**config.mk**
```make
export PLATFORM = sky130hd
export DESIGN_NAME = alarm_event_supervisor
export DESIGN_NICKNAME = d
export VERILOG_FILES = /design/src/verilog/alarm_event_supervisor.v
export VERILOG_INCLUDE_DIRS = /design/src /design/src/verilog
export SDC_FILE = /design/constraint.sdc
export NUM_CORES = 1
export LEC_CHECK = 0
export BUFFER_PORTS_ARGS = -buffer_cell sky130_fd_sc_hd__buf_2
export CAP_MARGIN = 10
export CORE_MARGIN = 2
export CORE_UTILIZATION = 60
export DETAILED_ROUTE_END_ITERATION = 16
export PLACE_DENSITY = 0.87
export SLEW_MARGIN = 5
export SYNTH_ARGS = -nofsm -noshare
export SYNTH_HDL_FRONTEND = slang
export SYNTH_SLANG_ARGS = --single-unit
```
**constraint.sdc**
```tcl
create_clock -name sys_clk -period 9.3 [get_ports sys_clk]
set_input_delay 0.465 -clock sys_clk [delete_from_list [all_inputs] [get_ports sys_clk]]
set_output_delay 0.465 -clock sys_clk [all_outputs]
set_load 0.005 [all_outputs]
```
**src/verilog/alarm_event_supervisor_regs.vh**
```
// Functional notes
// - event action None disables that event entirely
// - signal and warning actions behave the same on this unit
// - signal or warning events blink the error lamp, status not readable
// - alarm action events light lamp steadily, switch input off, record status
// - device alarms switch input off, show on lamp and alarm pins, store status
// - alarms stay latched until acknowledged before normal operation resumes
// - one button press clears all alarms except parallel link loss, next press may switch input on
// - overvoltage protection trips when voltage reaches its threshold
// - overcurrent protection trips when current reaches its threshold
// - overpower protection trips when power reaches its threshold
// - supply failure raises alarm, input off, stored setting picks state after
// - after supply failure clears, a wait is enforced before input on; the restore after cooling is not held off by it
// - overtemperature raises alarm, input off, stored setting picks state after
// - parallel link loss alarm cleared only by reinitialising the parallel system
// - sharing bus attenuation raises a sharing bus failure alarm
// - after reset every event action is None
// - events watched only while input on, device alarms always
// - each event has its own threshold register and a 2-bit field in the shared action register
// - undervoltage event triggers below its threshold
// - overvoltage event triggers above its threshold
// - current events trigger below under threshold or above over threshold
// - overpower event triggers above its threshold
`ifndef ALARM_EVENT_SUPERVISOR_REGS_VH
`define ALARM_EVENT_SUPERVISOR_REGS_VH

`define OFS_CTRL        8'h00
`define OFS_STATUS      8'h04
`define OFS_OVP_THR     8'h08
`define OFS_OCP_THR     8'h0C
`define OFS_OPP_THR     8'h10
`define OFS_EV_ACTION   8'h14
`define OFS_UVD_THR     8'h18
`define OFS_OVD_THR     8'h1C
`define OFS_UCD_THR     8'h20
`define OFS_OCD_THR     8'h24
`define OFS_OPD_THR     8'h28
`define OFS_ALARM_LATCH 8'h2C

// control register bits
`define CTRL_ON_REQ     0
`define CTRL_OFF_REQ    1
`define CTRL_ACK        2
`define CTRL_PF_RESTORE 3
`define CTRL_OT_RESTORE 4
`define CTRL_PAR_REINIT 5

// event action codes
`define ACT_NONE        2'h0
`define ACT_SIGNAL      2'h1
`define ACT_WARNING     2'h2
`define ACT_ALARM       2'h3

// alarm latch bit positions
`define AL_OVP          0
`define AL_OCP          1
`define AL_OPP          2
`define AL_PF           3
`define AL_OT           4
`define AL_PAR          5
`define AL_SHARE        6
`define AL_EVENT        7
`define AL_COUNT        8

`define THR_RESET       16'hFFFF
`define PF_WAIT_MS      5000
`define BLINK_MS        250
`define CLK_KHZ         100000

`endif

```
**src/verilog/alarm_event_supervisor.v**
```verilog
`timescale 1ns/1ps
`default_nettype none
`include "alarm_event_supervisor_regs.vh"

module alarm_event_supervisor #(
   parameter integer MW          = 16,
   parameter integer PF_WAIT_CYC = `PF_WAIT_MS * `CLK_KHZ,
   parameter integer BLINK_CYC   = `BLINK_MS * `CLK_KHZ
) (
   // clock and reset
   input  wire          sys_clk,
   input  wire          sys_rst,
   // ahb-lite slave
   input  wire          hsel,
   input  wire [31:0]   haddr,
   input  wire [1:0]    htrans,
   input  wire          hwrite,
   input  wire [2:0]    hsize,
   input  wire [31:0]   hwdata,
   input  wire          hready,
   output wire [31:0]   hrdata,
   output wire          hreadyout,
   output wire          hresp,
   // measurements, same clock domain
   input  wire [MW-1:0] meas_voltage,
   input  wire [MW-1:0] meas_current,
   input  wire [MW-1:0] meas_power,
   // hardware fault pins, asynchronous
   input  wire          supply_fail_in,
   input  wire          overtemp_in,
   input  wire          par_link_lost_in,
   input  wire          share_bus_fail_in,
   // front panel button, asynchronous, active high
   input  wire          button_in,
   // outputs
   output reg           dc_input_on,
   output reg           error_led,
   output reg           alarm_out
);

   ////////////////////////////////////////////////////////////////////////
   // pin synchronisers: three stages, change accepted when 2nd and 3rd agree

   reg  [4:0] sync1_q;
   reg  [4:0] sync2_q;
   reg  [4:0] sync3_q;
   reg  [4:0] pins_q;
   wire [4:0] pins_raw = {button_in, share_bus_fail_in, par_link_lost_in,
                          overtemp_in, supply_fail_in};

   always @(posedge sys_clk or posedge sys_rst) begin
      if (sys_rst) begin
         sync1_q <= 5'h00;
         sync2_q <= 5'h00;
         sync3_q <= 5'h00;
         pins_q  <= 5'h00;
      end else begin
         sync1_q <= pins_raw;
         sync2_q <= sync1_q;
         sync3_q <= sync2_q;
         // hold while the stages disagree, so one stray sample is ignored
         pins_q  <= (sync2_q & sync3_q) | (pins_q & (sync2_q | sync3_q));
      end
   end

   wire pf_lvl    = pins_q[0];
   wire ot_lvl    = pins_q[1];
   wire par_lvl   = pins_q[2];
   wire share_lvl = pins_q[3];
   wire btn_lvl   = pins_q[4];
   reg  btn_prev_q;
   wire btn_press = btn_lvl & ~btn_prev_q;

   ////////////////////////////////////////////////////////////////////////
   // registers

   reg [MW-1:0] ovp_thr_q, ocp_thr_q, opp_thr_q;
   reg [MW-1:0] uvd_thr_q, ovd_thr_q, ucd_thr_q, ocd_thr_q, opd_thr_q;
   reg [9:0]    ev_action_q;
   reg          pf_restore_q;
   reg          ot_restore_q;
   reg [`AL_COUNT-1:0] alarm_q;

   function [MW-1:0] thr_init;
      input dummy;
      begin
         thr_init = {MW{1'b1}};
      end
   endfunction

   ////////////////////////////////////////////////////////////////////////
   // ahb-lite slave, zero wait states

   reg        ph_wr_q;
   reg [7:0]  ph_addr_q;
   reg [31:0] rdata_q;
   wire       take = hsel & hready & htrans[1];

   // read data is captured in the address phase and then stands for the
   // whole data phase, so no wait state is ever needed
   assign hreadyout = 1'b1;
   assign hresp     = 1'b0;
   assign hrdata    = rdata_q;

   wire wr_ctrl = ph_wr_q & (ph_addr_q == `OFS_CTRL);
   wire [31:0] wctl = wr_ctrl ? hwdata : 32'h0000_0000;

   function [MW-1:0] wthr;
      input          hit;
      input [MW-1:0] old;
      input [31:0]   w;
      begin
         wthr = hit ? w[MW-1:0] : old;
      end
   endfunction

   ////////////////////////////////////////////////////////////////////////
   // event detection

   function [1:0] act_of;
      input [9:0] a;
      input [2:0] idx;
      begin
         act_of = a[idx*2 +: 2];
      end
   endfunction

   wire [4:0] ev_cond;
   assign ev_cond[0] = meas_voltage < uvd_thr_q;
   assign ev_cond[1] = meas_voltage > ovd_thr_q;
   assign ev_cond[2] = meas_current < ucd_thr_q;
   assign ev_cond[3] = meas_current > ocd_thr_q;
   assign ev_cond[4] = meas_power > opd_thr_q;

   // warnings are not latched: the lamp blinks only while the cause lasts
   reg ev_alarm_hit;
   reg ev_warn_hit;
   integer k;
   always @* begin
      ev_alarm_hit = 1'b0;
      ev_warn_hit  = 1'b0;
      for (k = 0; k < 5; k = k + 1) begin
         // events only with input on; none ignored
         if (dc_input_on && ev_cond[k]) begin
            if (act_of(ev_action_q, k[2:0]) == `ACT_ALARM)
               ev_alarm_hit = 1'b1;
            else if (act_of(ev_action_q, k[2:0]) != `ACT_NONE)
               ev_warn_hit = 1'b1;
         end
      end
   end

   ////////////////////////////////////////////////////////////////////////
   // alarm sources, watched regardless of input state except the event alarm, which needs the input on

   wire [`AL_COUNT-1:0] al_set;
   assign al_set[`AL_OVP]   = meas_voltage >= ovp_thr_q;
   assign al_set[`AL_OCP]   = meas_current >= ocp_thr_q;
   assign al_set[`AL_OPP]   = meas_power >= opp_thr_q;
   assign al_set[`AL_PF]    = pf_lvl;
   assign al_set[`AL_OT]    = ot_lvl;
   assign al_set[`AL_PAR]   = par_lvl;
   assign al_set[`AL_SHARE] = share_lvl;
   assign al_set[`AL_EVENT] = ev_alarm_hit;

   // acknowledge never clears a cause still present: set wins below
   wire ack = btn_press | wctl[`CTRL_ACK];
   // parallel alarm only cleared by reinit
   wire [`AL_COUNT-1:0] clr_mask = {`AL_COUNT{ack}} &
                                   ~({{(`AL_COUNT-1){1'b0}}, 1'b1} << `AL_PAR);
   wire par_clr = wctl[`CTRL_PAR_REINIT];
   wire any_alarm = |alarm_q;

   ////////////////////////////////////////////////////////////////////////
   // supply failure wait and restore after cooling

   reg [31:0] pf_wait_q;
   reg        pf_prev_q;
   reg        ot_prev_q;
   wire       pf_gone = pf_prev_q & ~pf_lvl;
   wire       ot_gone = ot_prev_q & ~ot_lvl;
   reg        was_on_pf_q;
   reg        was_on_ot_q;

   ////////////////////////////////////////////////////////////////////////
   // a press that acknowledged alarms stays marked until the button is
   // released, so that same press can never also toggle the input

   reg  ack_seen_q;
   always @(posedge sys_clk or posedge sys_rst) begin
      if (sys_rst) begin
         ack_seen_q <= 1'b0;
      end else if (btn_press & any_alarm) begin
         ack_seen_q <= 1'b1;
      end else if (!btn_lvl) begin
         ack_seen_q <= 1'b0;
      end
   end

   ////////////////////////////////////////////////////////////////////////
   // restore after cooling: kept pending until every latched alarm has
   // been acknowledged, then applied once; an off request cancels it

   reg  ot_restore_pend_q;
   wire ot_restore_go = ot_restore_pend_q & ~any_alarm & ~(|al_set) &
                        ~wctl[`CTRL_OFF_REQ];
   always @(posedge sys_clk or posedge sys_rst) begin
      if (sys_rst) begin
         ot_restore_pend_q <= 1'b0;
      end else if (ot_gone & ot_restore_q & was_on_ot_q) begin
         ot_restore_pend_q <= 1'b1;
      end else if (ot_restore_go | wctl[`CTRL_OFF_REQ]) begin
         ot_restore_pend_q <= 1'b0;
      end
   end

   ////////////////////////////////////////////////////////////////////////
   // main sequential logic

   reg [31:0] blink_q;
   reg        blink_ph_q;

   always @(posedge sys_clk or posedge sys_rst) begin
      if (sys_rst) begin
         ph_wr_q      <= 1'b0;
         ph_addr_q    <= 8'h00;
         rdata_q      <= 32'h0000_0000;
         ovp_thr_q    <= {MW{1'b1}};
         ocp_thr_q    <= {MW{1'b1}};
         opp_thr_q    <= {MW{1'b1}};
         uvd_thr_q    <= {MW{1'b0}};
         ovd_thr_q    <= {MW{1'b1}};
         ucd_thr_q    <= {MW{1'b0}};
         ocd_thr_q    <= {MW{1'b1}};
         opd_thr_q    <= {MW{1'b1}};
         ev_action_q  <= 10'h000;
         pf_restore_q <= 1'b0;
         ot_restore_q <= 1'b0;
         alarm_q      <= {`AL_COUNT{1'b0}};
         dc_input_on  <= 1'b0;
         btn_prev_q   <= 1'b0;
         pf_wait_q    <= 32'h0000_0000;
         pf_prev_q    <= 1'b0;
         ot_prev_q    <= 1'b0;
         was_on_pf_q  <= 1'b0;
         was_on_ot_q  <= 1'b0;
         blink_q      <= 32'h0000_0000;
         blink_ph_q   <= 1'b0;
         error_led    <= 1'b0;
         alarm_out    <= 1'b0;
      end else begin
         btn_prev_q <= btn_lvl;
         pf_prev_q  <= pf_lvl;
         ot_prev_q  <= ot_lvl;
         ph_wr_q    <= take & hwrite;
         ph_addr_q  <= take ? haddr[7:0] : ph_addr_q;

         if (take & ~hwrite) begin
            case (haddr[7:0])
               `OFS_CTRL:        rdata_q <= {27'h0000000,
                                   ot_restore_q, pf_restore_q, 3'h0};
               `OFS_STATUS:      rdata_q <= {21'h0, (pf_wait_q != 32'h0),
                                   dc_input_on, any_alarm, alarm_q};
               `OFS_OVP_THR:     rdata_q <= {{(32-MW){1'b0}}, ovp_thr_q};
               `OFS_OCP_THR:     rdata_q <= {{(32-MW){1'b0}}, ocp_thr_q};
               `OFS_OPP_THR:     rdata_q <= {{(32-MW){1'b0}}, opp_thr_q};
               `OFS_EV_ACTION:   rdata_q <= {22'h0, ev_action_q};
               `OFS_UVD_THR:     rdata_q <= {{(32-MW){1'b0}}, uvd_thr_q};
               `OFS_OVD_THR:     rdata_q <= {{(32-MW){1'b0}}, ovd_thr_q};
               `OFS_UCD_THR:     rdata_q <= {{(32-MW){1'b0}}, ucd_thr_q};
               `OFS_OCD_THR:     rdata_q <= {{(32-MW){1'b0}}, ocd_thr_q};
               `OFS_OPD_THR:     rdata_q <= {{(32-MW){1'b0}}, opd_thr_q};
               `OFS_ALARM_LATCH: rdata_q <= {24'h0, alarm_q};
               default:          rdata_q <= 32'h0000_0000;
            endcase
         end

         if (ph_wr_q) begin
            // separate threshold and action per event
            ovp_thr_q <= wthr(ph_addr_q == `OFS_OVP_THR, ovp_thr_q, hwdata);
            ocp_thr_q <= wthr(ph_addr_q == `OFS_OCP_THR, ocp_thr_q, hwdata);
            opp_thr_q <= wthr(ph_addr_q == `OFS_OPP_THR, opp_thr_q, hwdata);
            uvd_thr_q <= wthr(ph_addr_q == `OFS_UVD_THR, uvd_thr_q, hwdata);
            ovd_thr_q <= wthr(ph_addr_q == `OFS_OVD_THR, ovd_thr_q, hwdata);
            ucd_thr_q <= wthr(ph_addr_q == `OFS_UCD_THR, ucd_thr_q, hwdata);
            ocd_thr_q <= wthr(ph_addr_q == `OFS_OCD_THR, ocd_thr_q, hwdata);
            opd_thr_q <= wthr(ph_addr_q == `OFS_OPD_THR, opd_thr_q, hwdata);
            if (ph_addr_q == `OFS_EV_ACTION)
               ev_action_q <= hwdata[9:0];
            if (wr_ctrl) begin
               pf_restore_q <= hwdata[`CTRL_PF_RESTORE];
               ot_restore_q <= hwdata[`CTRL_OT_RESTORE];
            end
         end

         // latch until ack; set beats clear
         alarm_q <= (alarm_q & ~clr_mask &
                     ~({`AL_COUNT{par_clr}} &
                       ({{(`AL_COUNT-1){1'b0}}, 1'b1} << `AL_PAR)))
                    | al_set;

         // wait after supply failure clears
         // a supply that drops again zeroes the count and restarts it later
         if (pf_gone)
            pf_wait_q <= PF_WAIT_CYC;
         else if (pf_lvl)
            pf_wait_q <= 32'h0000_0000;
         else if (pf_wait_q != 32'h0000_0000)
            pf_wait_q <= pf_wait_q - 32'h0000_0001;

         // remember whether the input was on when the fault arrived
         if (pf_lvl & ~pf_prev_q)
            was_on_pf_q <= dc_input_on;
         if (ot_lvl & ~ot_prev_q)
            was_on_ot_q <= dc_input_on;

         // input state: off on any latched alarm
         // a fresh trip forces the input off in the cycle it is latched
         if ((|al_set) || any_alarm) begin
            dc_input_on <= 1'b0;
         end else if (wctl[`CTRL_OFF_REQ]) begin
            dc_input_on <= 1'b0;
         end else if (pf_wait_q == 32'h0000_0000) begin
            // on requests only with no alarm latched
            if (wctl[`CTRL_ON_REQ])
               dc_input_on <= 1'b1;
            else if (btn_press && !ack_seen_q)
               dc_input_on <= ~dc_input_on;
         end

         // restore after supply failure
         // fires as the wait expires, and only with nothing latched or
         // tripping, so a restore can never override a fresh alarm
         if (!any_alarm && !(|al_set) && pf_restore_q && was_on_pf_q &&
             pf_wait_q == 32'h0000_0001)
            dc_input_on <= 1'b1;

         if (ot_restore_go)
            dc_input_on <= 1'b1;

         // blinking timebase
         // free running so all warnings blink in step; costs one counter
         if (blink_q >= BLINK_CYC - 1) begin
            blink_q    <= 32'h0000_0000;
            blink_ph_q <= ~blink_ph_q;
         end else begin
            blink_q <= blink_q + 32'h0000_0001;
         end

         // steady on alarm, blink on warning
         error_led <= any_alarm | (ev_warn_hit & blink_ph_q);
         alarm_out <= any_alarm;
      end
   end

endmodule
`default_nettype wire

```
Word level (Yosys, flattened, before mapping)
Cells that the tools add are included.

word-level totals
  bits in registers = 284
  word-level logic and storage cells = 192

operators by class
  add/sub/neg operators = 2
  magnitude comparators = 9
  eq/ne operators = 27
  multiplexer cells = 42
  bitwise gates (word level) = 40
  reduce and logical (&&, ||, !) cells = 40

operators by type and width
  operator                 count
  $pmux W16 S12            1
  $mux W32                 4
  $eq A8 B5 Y1 const B     8
  $eq A8 B6 Y1 const B     7
  $ge A16 B16 Y1           3
  $gt A16 B16 Y1           3
  $mux W1                  36
  $add A32 B1 Y32 const B  1
  $eq A32 B1 Y1 const B    1
  $eq A8 B4 Y1 const B     4
  $ge A32 B25 Y1 const B   1
  $logic_not A32 Y1        1
  $lt A16 B16 Y1           2
  $reduce_bool A32 Y1      1
  $sub A32 B1 Y32 const B  1
  $reduce_and A2 Y1        11
  $and A1 B1 Y1            17
  $and A8 B8 Y8            2
  $logic_not A8 Y1         2
  $reduce_or A8 Y1         2
  $reduce_bool A2 Y1       6
  $not A1 Y1               11
  $and A5 B5 Y5            2
  $eq A2 B2 Y1 const B     5
  other kinds (14)         28

Logic depth before layout (Yosys ltp)
  depth after elaboration = 19
  depth in mapped cells = 9

Least setup slack after synthesis
OpenSTA, ideal clock, no wires.

  path kind = register -> register
  start point = reg ocd_thr_q[15]
  end point = reg dc_input_on
  setup time = 100 ps
  data arrival time = 2237 ps
  slack = 6963 ps
  cell stages (with the launch flop) = 9
  clock period less this slack = 2337 ps
  cell sequence = dfstp_2 -> inv_1 -> ha_1 -> nand4_1 -> o41ai_1 -> a31oi_1 -> and3_1 -> nor4_1 -> nor4bb_1

on the way
  word-level cells in the longest chain between the ends = 13
  elaborated cells between the ends (all ways) = 21

RTL lines
  item                                                           line                                                                                      text
  start: declaration                                             alarm_event_supervisor.v:78                                                               reg [MW-1:0] uvd_thr_q, ovd_thr_q, ucd_thr_q, ocd_thr_q, opd_thr_q;
  start signal: assignment                                       alarm_event_supervisor.v:234                                                              ocd_thr_q <= {MW{1'b1}};
  start signal: assignment                                       alarm_event_supervisor.v:286                                                              ocd_thr_q <= wthr(ph_addr_q == `OFS_OCD_THR, ocd_thr_q, hwdata);
  $gt A16 B16 Y1 *                                               alarm_event_supervisor.v:132                                                              assign ev_cond[3] = meas_current > ocd_thr_q;
  $logic_and A1 B1 Y1 *                                          alarm_event_supervisor.v:144                                                              if (dc_input_on && ev_cond[k]) begin
  $mux W1 *                                                      alarm_event_supervisor.v:144
  $mux W1                                                        alarm_event_supervisor.v:145                                                              if (act_of(ev_action_q, k[2:0]) == `ACT_ALARM)
  $mux W1 *                                                      alarm_event_supervisor.v:144
  $reduce_or A8 Y1 *                                             alarm_event_supervisor.v:205, alarm_event_supervisor.v:319, alarm_event_supervisor.v:334
  $logic_not A1 Y1                                               alarm_event_supervisor.v:334                                                              if (!any_alarm && !(|al_set) && pf_restore_q && was_on_pf_q &&
  $logic_and A1 B1 Y1 (4 in series)                              alarm_event_supervisor.v:334
  $reduce_bool A6 Y1 (no line) (tied with other cells)           n/a
  $reduce_and A2 Y1 (no line) / $mux W1 (equally long branches)  n/a
  end signal: assignment                                         alarm_event_supervisor.v:328                                                              dc_input_on <= ~dc_input_on;
  end: declaration                                               alarm_event_supervisor.v:36                                                               output reg dc_input_on,

Every way passes the cells marked *; elsewhere a longest branch is shown, timed or not.
A chain may end at the register's enable or synchronous reset.

Worst setup path in the final report
  start point = reg ocd_thr_q[14]
  end point = reg dc_input_on

The elaborated chain is that of the path after synthesis.

==> results.md <==
Layout:
- The net count of the finished layout is around 1.8k.
- The total inserted antenna cells is 0.
- Relative to the synthesized area, the layout overhead comes to 12.50%.
- The finished cells cover ~17000 um2.
- The number of inserted filler cells in the final layout is 1711.
- The share of post-route cells with drive strength above 1 is about a quarter.
- Summing all flip-flop and latch instances after layout gives around 6800 um2.
- The area of the multi-input gates is 7333 um2.

Clock tree:
- The number of buffers inserted to repair setup after CTS is 0.
- Hold repair after CTS inserted 4 buffers.
- Clock tree synthesis inserted a total of 28 buffers.
- In this run the clock root is driven by a clkbuf_16.
- The CTS clock-pin slew for the worst setup and hold paths is approximately 60 ps.
- Clock tree synthesis found a total of roughly 270 sinks.
- The maximum buffer depth of the clock tree is 3.
- The number of gates resized after CTS is 0.
- The clock tree from TritonCTS is built.
- In this run the number of H-tree levels came out at 1.
- The clock latency of the later-clocked register in the worst-skew pair is 560 ps.

Placement:
- The final RePlAce weighted congestion is 0.9684.
- Summing all placed instances gives a cell area of roughly 16000 um2.
- The quantity of I/O buffers inserted on ports is between 100 and 150.
- The half-perimeter wire length after placement is 29790 um.

Drt:
- For this run, design rule violations remaining after detail routing come to 0.
- The detailed-router iteration count before antenna repair is 5.
- In the routed layout, each cell is associated on average with a via count of around 6.3.
- The total vias in the final route is between 10k and 15k.
- The first routing iteration left about 1.1k violations.
- The average wire per standard cell is 21.70 um.
- The final layout contains routed wiring with a total length of 41050 um.
- The remaining antenna violation count after routing is 0.

Floorplanning:
- The top-level port count is between 150 and 200.
- In this run the standard cell core region covers 24320 um2.
- The die covers 26100 um2.
- Measured along the y axis, the die boundary spans between 150 and 200 um.
- The width of the die is 161.5 um.
- The initial standard-cell utilization of the core is 61.23%.
- The number of core rows is 57.

GRT:
- The number of antenna violations at the first check in global routing was 0.
- The total global routing overflow is 0.
- The wire length of the first global-routing pass is 64940 um.
- The via count of the first global-routing pass is roughly 12k.
- The all-layer global routing usage is approximately 32%.
- The maximum number of pins on one net before global-route repair is 138.

Worst setup path:
- STA puts the critical path data arrival time at 3540 ps.
- STA puts the critical path data required time at roughly 10000 ps.
- The largest driver fanout on the critical path is 4.
- STA classifies the critical path startpoint as a flip-flop.
- The kind of critical path is flip-flop to flip-flop.
- The worst setup path is captured at a flip-flop.

STA:
- Timing would allow up to 0.3251 GHz.
- The number of setup violations in the final report is 0.
- For the finished layout, the period the worst path requires is roughly 3100 ps.
- The fraction of the cycle the final worst path needs is 33.07%.
- Setup total negative slack on the finished layout was measured at 0 ps.
- The clock arrives with around 15 ps of skew.
- The number of pins with negative max-slew slack in the final report came to 0.
- The number of hold violations in the final report is 0.
- The measured slew at the worst slew-check pin is 1212 ps.
- Setup repair after global routing left no endpoint under its margin.
- In this run the tightest slew margin relative to its limit is between 10% and 20%.

Logic synthesis:
- The count of warnings emitted by yosys is 0.
- The count of flip-flops with a built-in enable after synthesis is 0.
- Sorting the synthesized cells by area gives the leading types as dfrtp_1 (29%), dfstp_2 (17%), ha_1 (11%).
- The count of state elements after synthesis is around 270.
- The cell area that synthesis handed to floorplanning was 14890 um2.
- The most used flip-flop cell after synthesis is dfrtp_1.
- After synthesis, the netlist uses 74 different library cells.
- Of all cell types, the one taking the most synthesized area is dfrtp_1.
- The sequential-to-total area share from yosys stat is between 40% and 50%.
- Synthesis produced about 1.4k cells.
- The most common cell in the synthesized netlist is dfrtp_1.
- A synthesized cell averages 10.34 um2.
- The share of synthesized area in the top cell type comes to 28.90%.
- The commonest cells after synthesis are dfrtp_1 (172), inv_1 (138), ha_1 (130), nor2_1 (114), nand2_1 (110).
- The proportion of synthesized flip-flops having asynchronous set or reset is 100.0%.

Hold path:
- The path category of the worst min-delay check is input pin to flip-flop.

Power and ir drop:
- The power density over the cells is 182.3 nW/um2.
- The worst-case vdd ir drop is around 0.16 mV.
- The total leakage power is just under 8 nW.

Job:
- The reported max-cap violation count is 0.

Status:
- The flow ran to the end, and the final reports show no timing, DRC or antenna violations.
==> metrics by stage <==
step	instances	hold WS, ps	power, mW	setup slack (ps)	util [%]
global placement	1836	331.7	1.790	6315	64.52
global route	1892	6.159	3.174	6121	68.89
floorplan	1463	331.2	1.663	1612	-
CTS	1892	4.229	3.053	6271	68.89
detailed placement	1836	336.4	1.817	6268	64.52
finish	1892	8.619	3.055	6224	68.89
==> report_power, final <==
part / switching, mW / internal, mW / leakage (nW)
clock: 0.481 / 0.761 / 0.496
sequential: 0.0936 / 1.28 / 3.11
combinational: 0.254 / 0.186 / 4.21
total: 0.828 / 2.23 / 7.82
==> cell type report <==
cell class | instances | share of cell area [%]
multi-input combinational | 992 | 43.77
clock buffer | 39 | 4.727
timing repair buffer | 117 | 3.794
sequential | 268 | 40.75
clock inverter | 13 | 1.382
tap | 324 | 2.420
inverter | 139 | 3.159
==> metal layers <==
metal	part of all wire, %	GRT usage [%]	vias to the layer above	routed length [um]
met5	0	0	-	0
met4	3.7	12.50	0	1527
met3	11	7.910	122	4721
met2	44	49.42	634	18110
met1	41	44.05	5791	16700
li1	-	-	5304	-
==> cells in the final DEF, fill, tap and decap left out, drive strengths merged, types with 30 or more instances in the layout <==
master,netlist,layout
dfrtp,172,172
inv,138,138
ha,130,130
nor2,115,115
buf,29,113
nand2,111,111
mux2,102,102
dfstp,96,96
o21ai,69,69
a21oi,66,66
clkbuf,35,39
nand4,32,32
a221oi,31,31
xor2,30,30
==> cells by family (layout without fill, tap and decap cells) <==
kind of cell	Yosys count	count (layout)	synth area share, %
buf+inv	203	308	5.671
other cells	2	25	0.05043
simple gates	381	381	13.02
flops	268	268	45.84
xor+xnor	57	57	3.352
mux	103	103	7.780
compound gates	291	291	13.02
fa+ha+maj	135	135	11.26
==> sequential cells by signal, summed over array words and instances, names as in the netlist, 8 cells and up <==
| name | cells |
|---|---|
| blink_q | 32 |
| pf_wait_q | 32 |
| hrdata | 16 |
| ocd_thr_q | 16 |
| ocp_thr_q | 16 |
| opd_thr_q | 16 |
| opp_thr_q | 16 |
| ovd_thr_q | 16 |
| ovp_thr_q | 16 |
| ucd_thr_q | 16 |
| uvd_thr_q | 16 |
| ev_action_q | 10 |
| alarm_q | 8 |
| ph_addr_q | 8 |
==> worst paths after layout <==
check	startpoint	end	slack [ps]	cells after the start
max in group asynchronous	sys_rst	uvd_thr_q[11]	7710	3
min in group asynchronous	sys_rst	blink_q[23]	80	2
min	par_link_lost_in	sync1_q[2]	9	1
max reg2reg	ocd_thr_q[14]	dc_input_on	6220	8
min reg2reg	sync1_q[4]	sync2_q[4]	350	0
max	ocd_thr_q[14]	dc_input_on	6220	8
==> critical path, cell delays in order, from the launching register on <==
cell	delay [ps]
dfstp_2	580
inv_1	70
ha_1	290
nand4_1	240
o41ai_1	410
a31oi_1	150
and3_1	240
nor4_1	640
nor4bb_1	340
Note: power is estimated with default switching activity, not from simulation.
